<file path="src/swrx_map.vh">
// constants for the serial word receiver status and bus mapping block
// assumes inclusion by the sampler and the top design files of the block
`ifndef SWRX_MAP_VH
`define SWRX_MAP_VH
// status register bit positions
`define SWRX_SR_RX1_READY 0
`define SWRX_SR_RX1_HALF 1
`define SWRX_SR_RX1_FULL 2
`define SWRX_SR_RX2_READY 3
`define SWRX_SR_RX2_HALF 4
`define SWRX_SR_RX2_FULL 5
`define SWRX_SR_TX_EMPTY 6
`define SWRX_SR_TX_FULL 7
`define SWRX_SR_TX_HALF 8
`define SWRX_SR_WIDTH 9
// sampling and timing counts
`define SWRX_SAMP_LEN 10
`define SWRX_SAMP_VALID 3
`define SWRX_BIT_MIN 8
`define SWRX_BIT_MAX 12
`define SWRX_DIV_HIGH 10
`define SWRX_DIV_LOW 80
`define SWRX_GAP_NULLS 3
`define SWRX_WORD_BITS 32
// line state codes
`define SWRX_LINE_NULL 2'h0
`define SWRX_LINE_ONE 2'h1
`define SWRX_LINE_ZERO 2'h2
`define SWRX_LINE_BAD 2'h3
`endif

</file>
<file path="src/swrx_fifo.v">
// small synchronous fifo with valid and ready on both sides
// assumes a single clock and synchronous active-low reset
`timescale 1ns/100ps
module swrx_fifo #(
    parameter WIDTH = 32,
    parameter DEPTH = 4,
    parameter AW = 2
) (
    input wire clk_sys,
    input wire rst_b,
    input wire in_valid,
    output wire in_ready,
    input wire [WIDTH-1:0] in_data,
    output wire out_valid,
    input wire out_ready,
    output wire [WIDTH-1:0] out_data
);
    reg [WIDTH-1:0] mem [0:DEPTH-1];
    reg [AW-1:0] wr_q;
    reg [AW-1:0] rd_q;
    reg [AW:0] cnt_q;
    wire push;
    wire pop;
    assign in_ready = (cnt_q != DEPTH[AW:0]);
    assign out_valid = (cnt_q != {(AW+1){1'b0}});
    assign out_data = mem[rd_q];
    assign push = in_valid & in_ready;
    assign pop = out_valid & out_ready;
    always @(posedge clk_sys) begin
        if (push) begin
            mem[wr_q] <= in_data;
        end
    end
    always @(posedge clk_sys) begin
        if (!rst_b) begin
            wr_q <= {AW{1'b0}};
            rd_q <= {AW{1'b0}};
            cnt_q <= {(AW+1){1'b0}};
        end else begin
            if (push) begin
                wr_q <= (wr_q == DEPTH[AW-1:0] - 1'b1) ? {AW{1'b0}} : wr_q + 1'b1;
            end
            if (pop) begin
                rd_q <= (rd_q == DEPTH[AW-1:0] - 1'b1) ? {AW{1'b0}} : rd_q + 1'b1;
            end
            if (push && !pop) begin
                cnt_q <= cnt_q + 1'b1;
            end else if (pop && !push) begin
                cnt_q <= cnt_q - 1'b1;
            end
        end
    end
endmodule

</file>
<file path="src/swrx_sampler.v">
// one receiver: sample shift registers, bit timing, word-gap counting
// assumes line levels already digitised into one/zero/null/bad codes
`timescale 1ns/100ps
`include "swrx_map.vh"
module swrx_sampler #(
    parameter SLEN = `SWRX_SAMP_LEN
) (
    input wire clk_sys,
    input wire rst_b,
    input wire slow_sel,
    input wire rate_check_disable_n,
    input wire [1:0] line_code,
    output reg word_valid_q,
    output reg [31:0] word_q
);
    reg [6:0] div_q;
    reg samp_en_q;
    reg [SLEN-1:0] one_sr_q;
    reg [SLEN-1:0] zero_sr_q;
    reg [SLEN-1:0] null_sr_q;
    reg [5:0] nbits_q;
    reg [4:0] space_q;
    reg armed_q;
    reg pend_q;
    reg pend_val_q;
    reg [1:0] gap_cnt_q;
    reg [6:0] gap_div_q;
    reg [31:0] shift_q;
    localparam [6:0] DIV_TOP_LOW = `SWRX_DIV_LOW - 1;
    localparam [6:0] DIV_TOP_HIGH = `SWRX_DIV_HIGH - 1;
    wire [6:0] div_top;
    wire up_one;
    wire up_zero;
    wire lo_null;
    wire up_null;
    wire bit_seen;
    wire space_ok;
    assign div_top = slow_sel ? DIV_TOP_LOW : DIV_TOP_HIGH;
    // three matching samples in the upper end of the window, and for nulls also in the lower end
    assign up_one = &one_sr_q[SLEN-1:SLEN-`SWRX_SAMP_VALID];
    assign up_zero = &zero_sr_q[SLEN-1:SLEN-`SWRX_SAMP_VALID];
    assign up_null = &null_sr_q[SLEN-1:SLEN-`SWRX_SAMP_VALID];
    assign lo_null = &null_sr_q[`SWRX_SAMP_VALID-1:0];
    // a new bit: fresh one/zero edge entering the upper window
    assign bit_seen = samp_en_q && (up_one || up_zero) && pend_q == 1'b0 && armed_q;
    // space_q is cleared on the bit's own sample, so it trails the spacing by one
    assign space_ok = !rate_check_disable_n ||
        (space_q >= `SWRX_BIT_MIN - 1 && space_q <= `SWRX_BIT_MAX - 1);
    always @(posedge clk_sys) begin
        if (!rst_b) begin
            div_q <= 7'h00;
            samp_en_q <= 1'b0;
        end else begin
            // ten samples per bit time at either rate
            samp_en_q <= (div_q == 7'h00);
            div_q <= (div_q == 7'h00) ? div_top : div_q - 1'b1;
        end
    end
    always @(posedge clk_sys) begin
        if (!rst_b) begin
            one_sr_q <= {SLEN{1'b0}};
            zero_sr_q <= {SLEN{1'b0}};
            null_sr_q <= {SLEN{1'b0}};
            nbits_q <= 6'h00;
            space_q <= 5'h00;
            armed_q <= 1'b0;
            pend_q <= 1'b0;
            pend_val_q <= 1'b0;
            gap_cnt_q <= 2'h0;
            gap_div_q <= 7'h00;
            shift_q <= 32'h0000_0000;
            word_valid_q <= 1'b0;
            word_q <= 32'h0000_0000;
        end else begin
            word_valid_q <= 1'b0;
            if (samp_en_q) begin
                // lsb is the oldest sample, msb the newest
                one_sr_q <= {line_code == `SWRX_LINE_ONE, one_sr_q[SLEN-1:1]};
                zero_sr_q <= {line_code == `SWRX_LINE_ZERO, zero_sr_q[SLEN-1:1]};
                null_sr_q <= {line_code == `SWRX_LINE_NULL, null_sr_q[SLEN-1:1]};
                if (space_q != 5'h1f) begin
                    space_q <= space_q + 1'b1;
                end
            end
            if (!armed_q) begin
                // word gap: sample nulls once per sample period (div_top + 1 clocks)
                if (gap_div_q == div_top) begin
                    gap_div_q <= 7'h00;
                    if (up_null && lo_null) begin
                        if (gap_cnt_q == `SWRX_GAP_NULLS - 1) begin
                            armed_q <= 1'b1;
                            nbits_q <= 6'h00;
                        end
                        gap_cnt_q <= gap_cnt_q + 1'b1;
                    end else begin
                        gap_cnt_q <= 2'h0;
                    end
                end else begin
                    gap_div_q <= gap_div_q + 1'b1;
                end
            end else if (samp_en_q && line_code == `SWRX_LINE_BAD) begin
                armed_q <= 1'b0;
                gap_cnt_q <= 2'h0;
                pend_q <= 1'b0;
            end else if (bit_seen) begin
                if (nbits_q != 6'h00 && !space_ok) begin
                    armed_q <= 1'b0;
                    gap_cnt_q <= 2'h0;
                end else begin
                    pend_q <= 1'b1;
                    pend_val_q <= up_one;
                    space_q <= 5'h00;
                end
            end else if (pend_q && samp_en_q) begin
                if (up_null) begin
                    // bit completes once three nulls trail it; the older window bits
                    // still hold the previous gap and would end the bit too early
                    pend_q <= 1'b0;
                    shift_q <= {pend_val_q, shift_q[31:1]};
                    nbits_q <= nbits_q + 1'b1;
                    if (nbits_q == `SWRX_WORD_BITS - 1) begin
                        word_valid_q <= 1'b1;
                        word_q <= {pend_val_q, shift_q[31:1]};
                        armed_q <= 1'b0;
                        gap_cnt_q <= 2'h0;
                        gap_div_q <= 7'h00;
                    end
                end else if (rate_check_disable_n && space_q >= `SWRX_SAMP_LEN) begin
                    armed_q <= 1'b0;
                    pend_q <= 1'b0;
                    gap_cnt_q <= 2'h0;
                end
            end
        end
    end
endmodule

</file>
<file path="src/swrx_status_map.v">
// top: two receivers, receive fifos, status register and host byte mapping
// assumes host strobes and line codes are synchronous to clk_sys
`timescale 1ns/100ps
`include "swrx_map.vh"
module swrx_status_map #(
    parameter RX_DEPTH = 32,
    parameter RX_AW = 5,
    parameter HALF_LEVEL = 16,
    parameter BUF_DEPTH = 4,
    parameter BUF_AW = 2
) (
    input wire clk_sys,
    input wire rst_b,
    input wire [1:0] rx_one_line_code,
    input wire [1:0] rx_two_line_code,
    input wire rx_one_slow_sel,
    input wire rx_two_slow_sel,
    input wire rate_check_disable_n,
    input wire bus_bit_order_select,
    input wire status_read_strobe_n,
    input wire byte_sel,
    input wire rx_one_output_enable_n,
    input wire rx_two_output_enable_n,
    input wire tx_fifo_empty,
    input wire tx_fifo_full,
    input wire tx_fifo_half_full,
    output reg [15:0] host_bus_out,
    output reg host_bus_oe,
    output reg rx_one_ready_n,
    output reg rx_two_ready_n,
    output reg rx_one_half_full_n,
    output reg rx_two_half_full_n,
    output reg rx_one_full_n,
    output reg rx_two_full_n,
    output reg tx_fifo_full_n,
    output reg tx_fifo_half_full_n
);
    wire [1:0] word_valid;
    wire [31:0] word_data [0:1];
    wire [1:0] buf_valid;
    wire [1:0] buf_ready;
    wire [31:0] buf_data [0:1];
    wire [1:0] line_code [0:1];
    wire [1:0] slow_sel;
    wire [1:0] en_n;
    reg [31:0] mem0 [0:RX_DEPTH-1];
    reg [31:0] mem1 [0:RX_DEPTH-1];
    reg [RX_AW:0] cnt_q [0:1];
    reg [RX_AW-1:0] wr_q [0:1];
    reg [RX_AW-1:0] rd_q [0:1];
    reg [1:0] byte_done_q;
    reg [1:0] en_prev_q;
    reg [31:0] head [0:1];
    reg [15:0] mapped;
    reg [31:0] sel_word;
    wire [`SWRX_SR_WIDTH-1:0] status_bits;
    wire [1:0] rd_pulse;
    wire rd_any;
    wire rd_start;
    wire sel_two;
    assign line_code[0] = rx_one_line_code;
    assign line_code[1] = rx_two_line_code;
    assign slow_sel = {rx_two_slow_sel, rx_one_slow_sel};
    // receiver two only drives the bus when receiver one is not enabled
    assign en_n = {rx_two_output_enable_n | ~rx_one_output_enable_n, rx_one_output_enable_n};
    assign sel_two = rx_one_output_enable_n;
    always @* begin
        head[0] = mem0[rd_q[0]];
        head[1] = mem1[rd_q[1]];
    end
    genvar g;
    generate
        for (g = 0; g < 2; g = g + 1) begin : rx
            swrx_sampler u_samp (
                .clk_sys(clk_sys),
                .rst_b(rst_b),
                .slow_sel(slow_sel[g]),
                .rate_check_disable_n(rate_check_disable_n),
                .line_code(line_code[g]),
                .word_valid_q(word_valid[g]),
                .word_q(word_data[g])
            );
            swrx_fifo #(.WIDTH(32), .DEPTH(BUF_DEPTH), .AW(BUF_AW)) u_buf (
                .clk_sys(clk_sys),
                .rst_b(rst_b),
                .in_valid(word_valid[g]),
                .in_ready(),
                .in_data(word_data[g]),
                .out_valid(buf_valid[g]),
                .out_ready(buf_ready[g]),
                .out_data(buf_data[g])
            );
            // buffer drains only while the main fifo takes words; a full fifo
            // overwrites its last slot, so the drain never stalls for long
            assign buf_ready[g] = ~(rd_pulse[g] & (cnt_q[g] == RX_DEPTH[RX_AW:0]));
            // second byte read completes the word and pops it
            assign rd_pulse[g] = ~en_n[g] & en_prev_q[g] & byte_sel & byte_done_q[g];
            always @(posedge clk_sys) begin
                if (!rst_b) begin
                    cnt_q[g] <= {(RX_AW+1){1'b0}};
                    wr_q[g] <= {RX_AW{1'b0}};
                    rd_q[g] <= {RX_AW{1'b0}};
                    byte_done_q[g] <= 1'b0;
                    en_prev_q[g] <= 1'b1;
                end else begin
                    en_prev_q[g] <= en_n[g];
                    if (~en_n[g] & en_prev_q[g] & ~byte_sel) begin
                        byte_done_q[g] <= 1'b1;
                    end else if (rd_pulse[g]) begin
                        byte_done_q[g] <= 1'b0;
                    end
                    if (buf_valid[g] & buf_ready[g]) begin
                        if (cnt_q[g] != RX_DEPTH[RX_AW:0]) begin
                            wr_q[g] <= wr_q[g] + 1'b1;
                        end
                    end
                    if (rd_pulse[g] && cnt_q[g] != {(RX_AW+1){1'b0}}) begin
                        rd_q[g] <= rd_q[g] + 1'b1;
                    end
                    if (buf_valid[g] & buf_ready[g] & (cnt_q[g] != RX_DEPTH[RX_AW:0]) &
                        ~(rd_pulse[g] & (cnt_q[g] != {(RX_AW+1){1'b0}}))) begin
                        cnt_q[g] <= cnt_q[g] + 1'b1;
                    end else if (rd_pulse[g] & (cnt_q[g] != {(RX_AW+1){1'b0}}) &
                        ~(buf_valid[g] & buf_ready[g] & (cnt_q[g] != RX_DEPTH[RX_AW:0]))) begin
                        cnt_q[g] <= cnt_q[g] - 1'b1;
                    end
                end
            end
        end
    endgenerate
    // full fifo: newest word overwrites the last slot
    always @(posedge clk_sys) begin
        if (buf_valid[0] & buf_ready[0]) begin
            mem0[(cnt_q[0] == RX_DEPTH[RX_AW:0]) ? wr_q[0] - 1'b1 : wr_q[0]] <= buf_data[0];
        end
        if (buf_valid[1] & buf_ready[1]) begin
            mem1[(cnt_q[1] == RX_DEPTH[RX_AW:0]) ? wr_q[1] - 1'b1 : wr_q[1]] <= buf_data[1];
        end
    end
    assign status_bits[`SWRX_SR_RX1_READY] = (cnt_q[0] != {(RX_AW+1){1'b0}});
    assign status_bits[`SWRX_SR_RX1_HALF] = (cnt_q[0] >= HALF_LEVEL);
    assign status_bits[`SWRX_SR_RX1_FULL] = (cnt_q[0] == RX_DEPTH[RX_AW:0]);
    assign status_bits[`SWRX_SR_RX2_READY] = (cnt_q[1] != {(RX_AW+1){1'b0}});
    assign status_bits[`SWRX_SR_RX2_HALF] = (cnt_q[1] >= HALF_LEVEL);
    assign status_bits[`SWRX_SR_RX2_FULL] = (cnt_q[1] == RX_DEPTH[RX_AW:0]);
    assign status_bits[`SWRX_SR_TX_EMPTY] = tx_fifo_empty;
    assign status_bits[`SWRX_SR_TX_FULL] = tx_fifo_full;
    assign status_bits[`SWRX_SR_TX_HALF] = tx_fifo_half_full;
    assign rd_any = ~en_n[0] | ~en_n[1];
    assign rd_start = (~en_n[0] & en_prev_q[0]) | (~en_n[1] & en_prev_q[1]);
    integer i;
    always @* begin
        sel_word = sel_two ? head[1] : head[0];
        mapped = 16'h0000;
        if (!bus_bit_order_select) begin
            if (!byte_sel) begin
                // word bit n sits at index n-1
                mapped[15:11] = {sel_word[12], sel_word[11], sel_word[10],
                    sel_word[9], sel_word[8]};
                mapped[10:8] = {sel_word[30], sel_word[29], sel_word[31]};
                for (i = 0; i < 8; i = i + 1) begin
                    mapped[7-i] = sel_word[i];
                end
            end else begin
                mapped = sel_word[28:13];
            end
        end else begin
            if (!byte_sel) begin
                mapped = sel_word[15:0];
            end else begin
                mapped = {sel_word[31], sel_word[30:16]};
            end
        end
    end
    always @(posedge clk_sys) begin
        if (!rst_b) begin
            host_bus_out <= 16'h0000;
            host_bus_oe <= 1'b0;
            rx_one_ready_n <= 1'b1;
            rx_two_ready_n <= 1'b1;
            rx_one_half_full_n <= 1'b1;
            rx_two_half_full_n <= 1'b1;
            rx_one_full_n <= 1'b1;
            rx_two_full_n <= 1'b1;
            tx_fifo_full_n <= 1'b1;
            tx_fifo_half_full_n <= 1'b1;
        end else begin
            rx_one_ready_n <= ~status_bits[`SWRX_SR_RX1_READY];
            rx_one_half_full_n <= ~status_bits[`SWRX_SR_RX1_HALF];
            rx_one_full_n <= ~status_bits[`SWRX_SR_RX1_FULL];
            rx_two_ready_n <= ~status_bits[`SWRX_SR_RX2_READY];
            rx_two_half_full_n <= ~status_bits[`SWRX_SR_RX2_HALF];
            rx_two_full_n <= ~status_bits[`SWRX_SR_RX2_FULL];
            tx_fifo_full_n <= ~status_bits[`SWRX_SR_TX_FULL];
            tx_fifo_half_full_n <= ~status_bits[`SWRX_SR_TX_HALF];
            if (!status_read_strobe_n && !byte_sel) begin
                host_bus_out <= {7'h00, status_bits};
                host_bus_oe <= 1'b1;
            end else if (rd_any) begin
                // byte latched as the enable falls, so the pop behind it stays hidden
                if (rd_start) begin
                    host_bus_out <= mapped;
                end
                host_bus_oe <= 1'b1;
            end else begin
                host_bus_out <= 16'h0000;
                host_bus_oe <= 1'b0;
            end
        end
    end
endmodule

</file>
<file path="config.mk">
export PLATFORM = sky130hd
export DESIGN_NAME = swrx_status_map
export DESIGN_NICKNAME = d
export VERILOG_FILES = /design/src/swrx_fifo.v /design/src/swrx_sampler.v /design/src/swrx_status_map.v
export VERILOG_INCLUDE_DIRS = /design/src
export SDC_FILE = /design/constraint.sdc
export NUM_CORES = 2
export LEC_CHECK = 0
export BUFFER_PORTS_ARGS = -buffer_cell sky130_fd_sc_hd__buf_2
export CORE_MARGIN = 2
export CORE_UTILIZATION = 48
export CTS_BUF_LIST = sky130_fd_sc_hd__clkbuf_16
export DETAILED_ROUTE_END_ITERATION = 8
export HOLD_SLACK_MARGIN = 0.03
export PLACE_DENSITY = 0.66
export SYNTH_ARGS = -nofsm -noshare
export SYNTH_HDL_FRONTEND = slang
export SYNTH_HIERARCHICAL = 1
export SYNTH_SLANG_ARGS = --single-unit
</file>
<file path="constraint.sdc">
create_clock -name clk_sys -period 11.45 [get_ports clk_sys]
set_clock_uncertainty 0.1 [all_clocks]
set_input_delay 1.145 -clock clk_sys [delete_from_list [all_inputs] [get_ports clk_sys]]
set_output_delay 1.145 -clock clk_sys [all_outputs]
set_load 0.05 [all_outputs]
</file>
==> out/summary.txt <==
Post-synth ARST share - 0%
Met1 WL - 104000 um
Horiz. Die Dim - 463 um
CP dominant cell by count - buf_4
Avg Vias per Cell - 6.22
Largest family of logic cells by synthesized area - multiplexers
Total vias in the final route - 53100
H-tree depth - 5
First-pass GRT wire length - 374000 um
Maximum clock path buffer count - 4
Crit-path max FO - 43
Setup_tns - 0 ps
DP Worst Slack - 6240 ps
Pins Over Slew Limit - 0
CTS buffer count - 278
Final setup viols - 0
Post-Synth Adder-Cell Area - 0.554%
Leak - 0.0406 uW
Total power - 19500 uW
Final Hold Viols - 0
Clock Pin Slew Worst Setup and Hold Paths - 70 ps
Syn Nets - 5430
Endpoint class of the critical path - flop
Measured slew at the worst slew-check pin - 1170 ps
Post-Synth XOR/XNOR Area - 0.459%
Commonest non-fill, non-tap cell in the layout - edfxtp_1
WP data arrival - 5930 ps
Number of global-route vias before repair - 52500
DR WL/cell - 30.6 um
Synth-to-Final Area Change - 12.3%
Met2 Wirelength - 121000 um
CORE AREA - 209000 um^2
Post-route worst setup slack - 6250 ps
DR DRC count - 0
RSZ-0062 raised after global routing - no
Detail Placement HPWL - 144000 um
Total grt overflow - 0
Post-Syn Instances - 5370
CP Cell Sequence - buf_4 > buf_4 > buf_4 > mux2i_1 > a221oi_1 > a21oi_1 > o21ai_0 > a22oi_1 > a21bo_2 > nand2_1 > a22o_1
Initial antenna violation count - 7
Worst stage delay on the critical path - 790 ps
CTS Sinks - 2605
EDFF count, synth - 2336
Worst Setup Start Kind - flop
Nets - 5597
PD cells - 172 nW/um^2
# rows - 168
Post-CTS resize count - 0
Die height - 463 um
Crit share post-route - 45.4%
Hold Path Class - flop to flop
Min Tclk post-route - 5200 ps
Gr usage total - 24.2%
Status - finished clean
Max_cap viols - 0
Cell area after synthesis - 101000 um^2
Skew-Pair Late Insertion Delay - 920 ps
Worst VDD drop - 134 uV
CTS tree - yes
Iter 0 DRT Violations - 7194
Routability cong. - 0.860
Distinct cells, synth - 91
Syn Area/Cell - 18.8 um^2
Fillers - 16000
Sequential fraction of the synthesis area - 74.7%
Fin util - 54.2%
Dominant synthesized flop cell - edfxtp_1
Metal3 WL - 25400 um
Fin Hold WS - 358 ps
Root buffer cell - clkbuf_16
DR top layer - met5
Synth Area in Simple Gates - 4.17%
Detailed-route wire length - 261000 um
Share of cells above drive strength 1 - 21.6%
Multiplexer share of the synthesized area - 14.3%
Critical Path RT - 12180 ps
Synth Area in Compound Gates - 4.05%
Ports - 42
Starting Density - 48.3%
Critical path type - flop to flop
Synth Warn # - 6
Router iterations before antenna repair - 8
Setup Buffers After CTS - 0
Slew HR - 22.1%
Crit path max-delay cell type - a22oi_1
Synthesis-stage register bit count - 2605
Die footprint - 214000 um^2
Most frequent cells in the layout - edfxtp_1, mux4_2, nand2_1
Port bufs - 41
Hold Buf Count CTS - 0
Largest net degree at the start of global routing - 111
Fmax - 192 MHz
Routed Antenna Nets - 0
-- final timing paths --
check                          startpoint                endpoint  slack [ps]  depth (start not counted)
setup / recovery               rd_q[0][0]        host_bus_out[15]        6250                         11
hold / removal    rx[1].u_samp/shift_q[1]  rx[1].u_samp/word_q[0]         360                          2
setup reg to reg               rd_q[0][0]        host_bus_out[15]        6250                         11
hold reg to reg   rx[1].u_samp/shift_q[1]  rx[1].u_samp/word_q[0]         360                          2
-- synth_stat cells (8+ instances only) --
master / number / area share, %
edfxtp_1: 2336 / 69
mux4_2: 523 / 12
nand2_1: 398 / 1.5
dfxtp_1: 269 / 5.3
mux2i_1: 261 / 2.6
nor2_1: 225 / 0.84
a21oi_1: 216 / 1.1
clkbuf_1: 129 / 0.48
o21ai_0: 89 / 0.44
a22oi_1: 69 / 0.51
nand3_1: 68 / 0.34
buf_2: 67 / 0.33
a221oi_1: 63 / 0.55
ha_1: 40 / 0.50
buf_4: 37 / 0.27
inv_1: 35 / 0.13
buf_1: 33 / 0.12
nor2b_1: 30 / 0.19
o21ai_1: 30 / 0.15
xnor2_1: 29 / 0.25
nor3_1: 25 / 0.12
o22ai_1: 24 / 0.15
xor2_1: 24 / 0.21
a211oi_1: 23 / 0.17
buf_6: 23 / 0.26
and3_1: 19 / 0.12
nand4_1: 19 / 0.12
nand3b_1: 17 / 0.13
and2_1: 16 / 0.099
a31oi_1: 11 / 0.068
nand2b_1: 11 / 0.068
nor4_1: 11 / 0.068
a2111oi_0: 10 / 0.087
and3_2: 10 / 0.074
nor3b_1: 9 / 0.067
o221ai_1: 8 / 0.069
or2_2: 8 / 0.050
or3_2: 8 / 0.059
-- power breakdown --
group	switching (uW)	internal, uW
combinational	389	203
sequential	46.5	10200
clock	3580	5050
-- per-layer routing --
layer,GRT usage (%),vias up
met2,37.3,2679
li1,-,22000
met3,4.39,444
met4,9.65,4
met5,0,-
met1,34.5,28000
-- worst max-delay path, delay by kind of cell, from the launching register on --
kind,cells,cell delay [ps]
and+or+nand+nor,1,50
buffers and inverters,3,2110
DFF,1,400
AOI/OAI and AO/OA,6,2030
muxes,1,270
-- logic make-up (layout without fill, tap and decap cells) --
family                     Yosys count  count (layout)
AOI/OAI and AO/OA                  627             627
xor gates and xnor gates            53              53
adders and majority gates           43              43
buffers and inverters              335             701
DFF                               2605            2605
muxes                              792             792
other                                0               3
and+or+nand+nor                    915             915
-- flip-flops by register name (all words and copies together), names as in the netlist, 4 cells and up, named ones only --
register	count
rx.u_samp/one_sr_q	6
rx.u_samp/zero_sr_q	6
rx.u_samp/word_q	64
mem1	1024
host_bus_out	16
rd_q	10
rx.u_samp/null_sr_q	20
rx.u_samp/shift_q	62
rx.u_samp/div_q	14
rx.u_samp/nbits_q	12
mem0	1024
rx.u_buf/wr_q	4
rx.u_samp/gap_cnt_q	4
rx.u_samp/space_q	10
cnt_q	12
wr_q	10
rx.u_buf/mem	256
rx.u_buf/cnt_q	6
rx.u_samp/gap_div_q	14
rx.u_buf/rd_q	4
-- layout make-up --
class                      count  area, um^2  share of cell area, %
multi-input combinational   2430       24400                   21.5
sequential                  2605       75500                   66.5
clock inverter               192        1490                   1.31
antenna                        3        7.51                0.00661
tap                         2805        3510                   3.09
inverter                      39         146                  0.129
timing repair buffer         183        1320                   1.17
clock buffer                 287        7180                   6.32
-- per-stage QoR --
stage / cell area (um^2) / std cells
detailed placement: 105000 / 8062
global placement: 105000 / 8062
floorplan: 101000 / 5370
finish: 114000 / 8544
global route: 114000 / 8544
CTS: 114000 / 8541
Note: power is estimated with default switching activity, not from simulation.
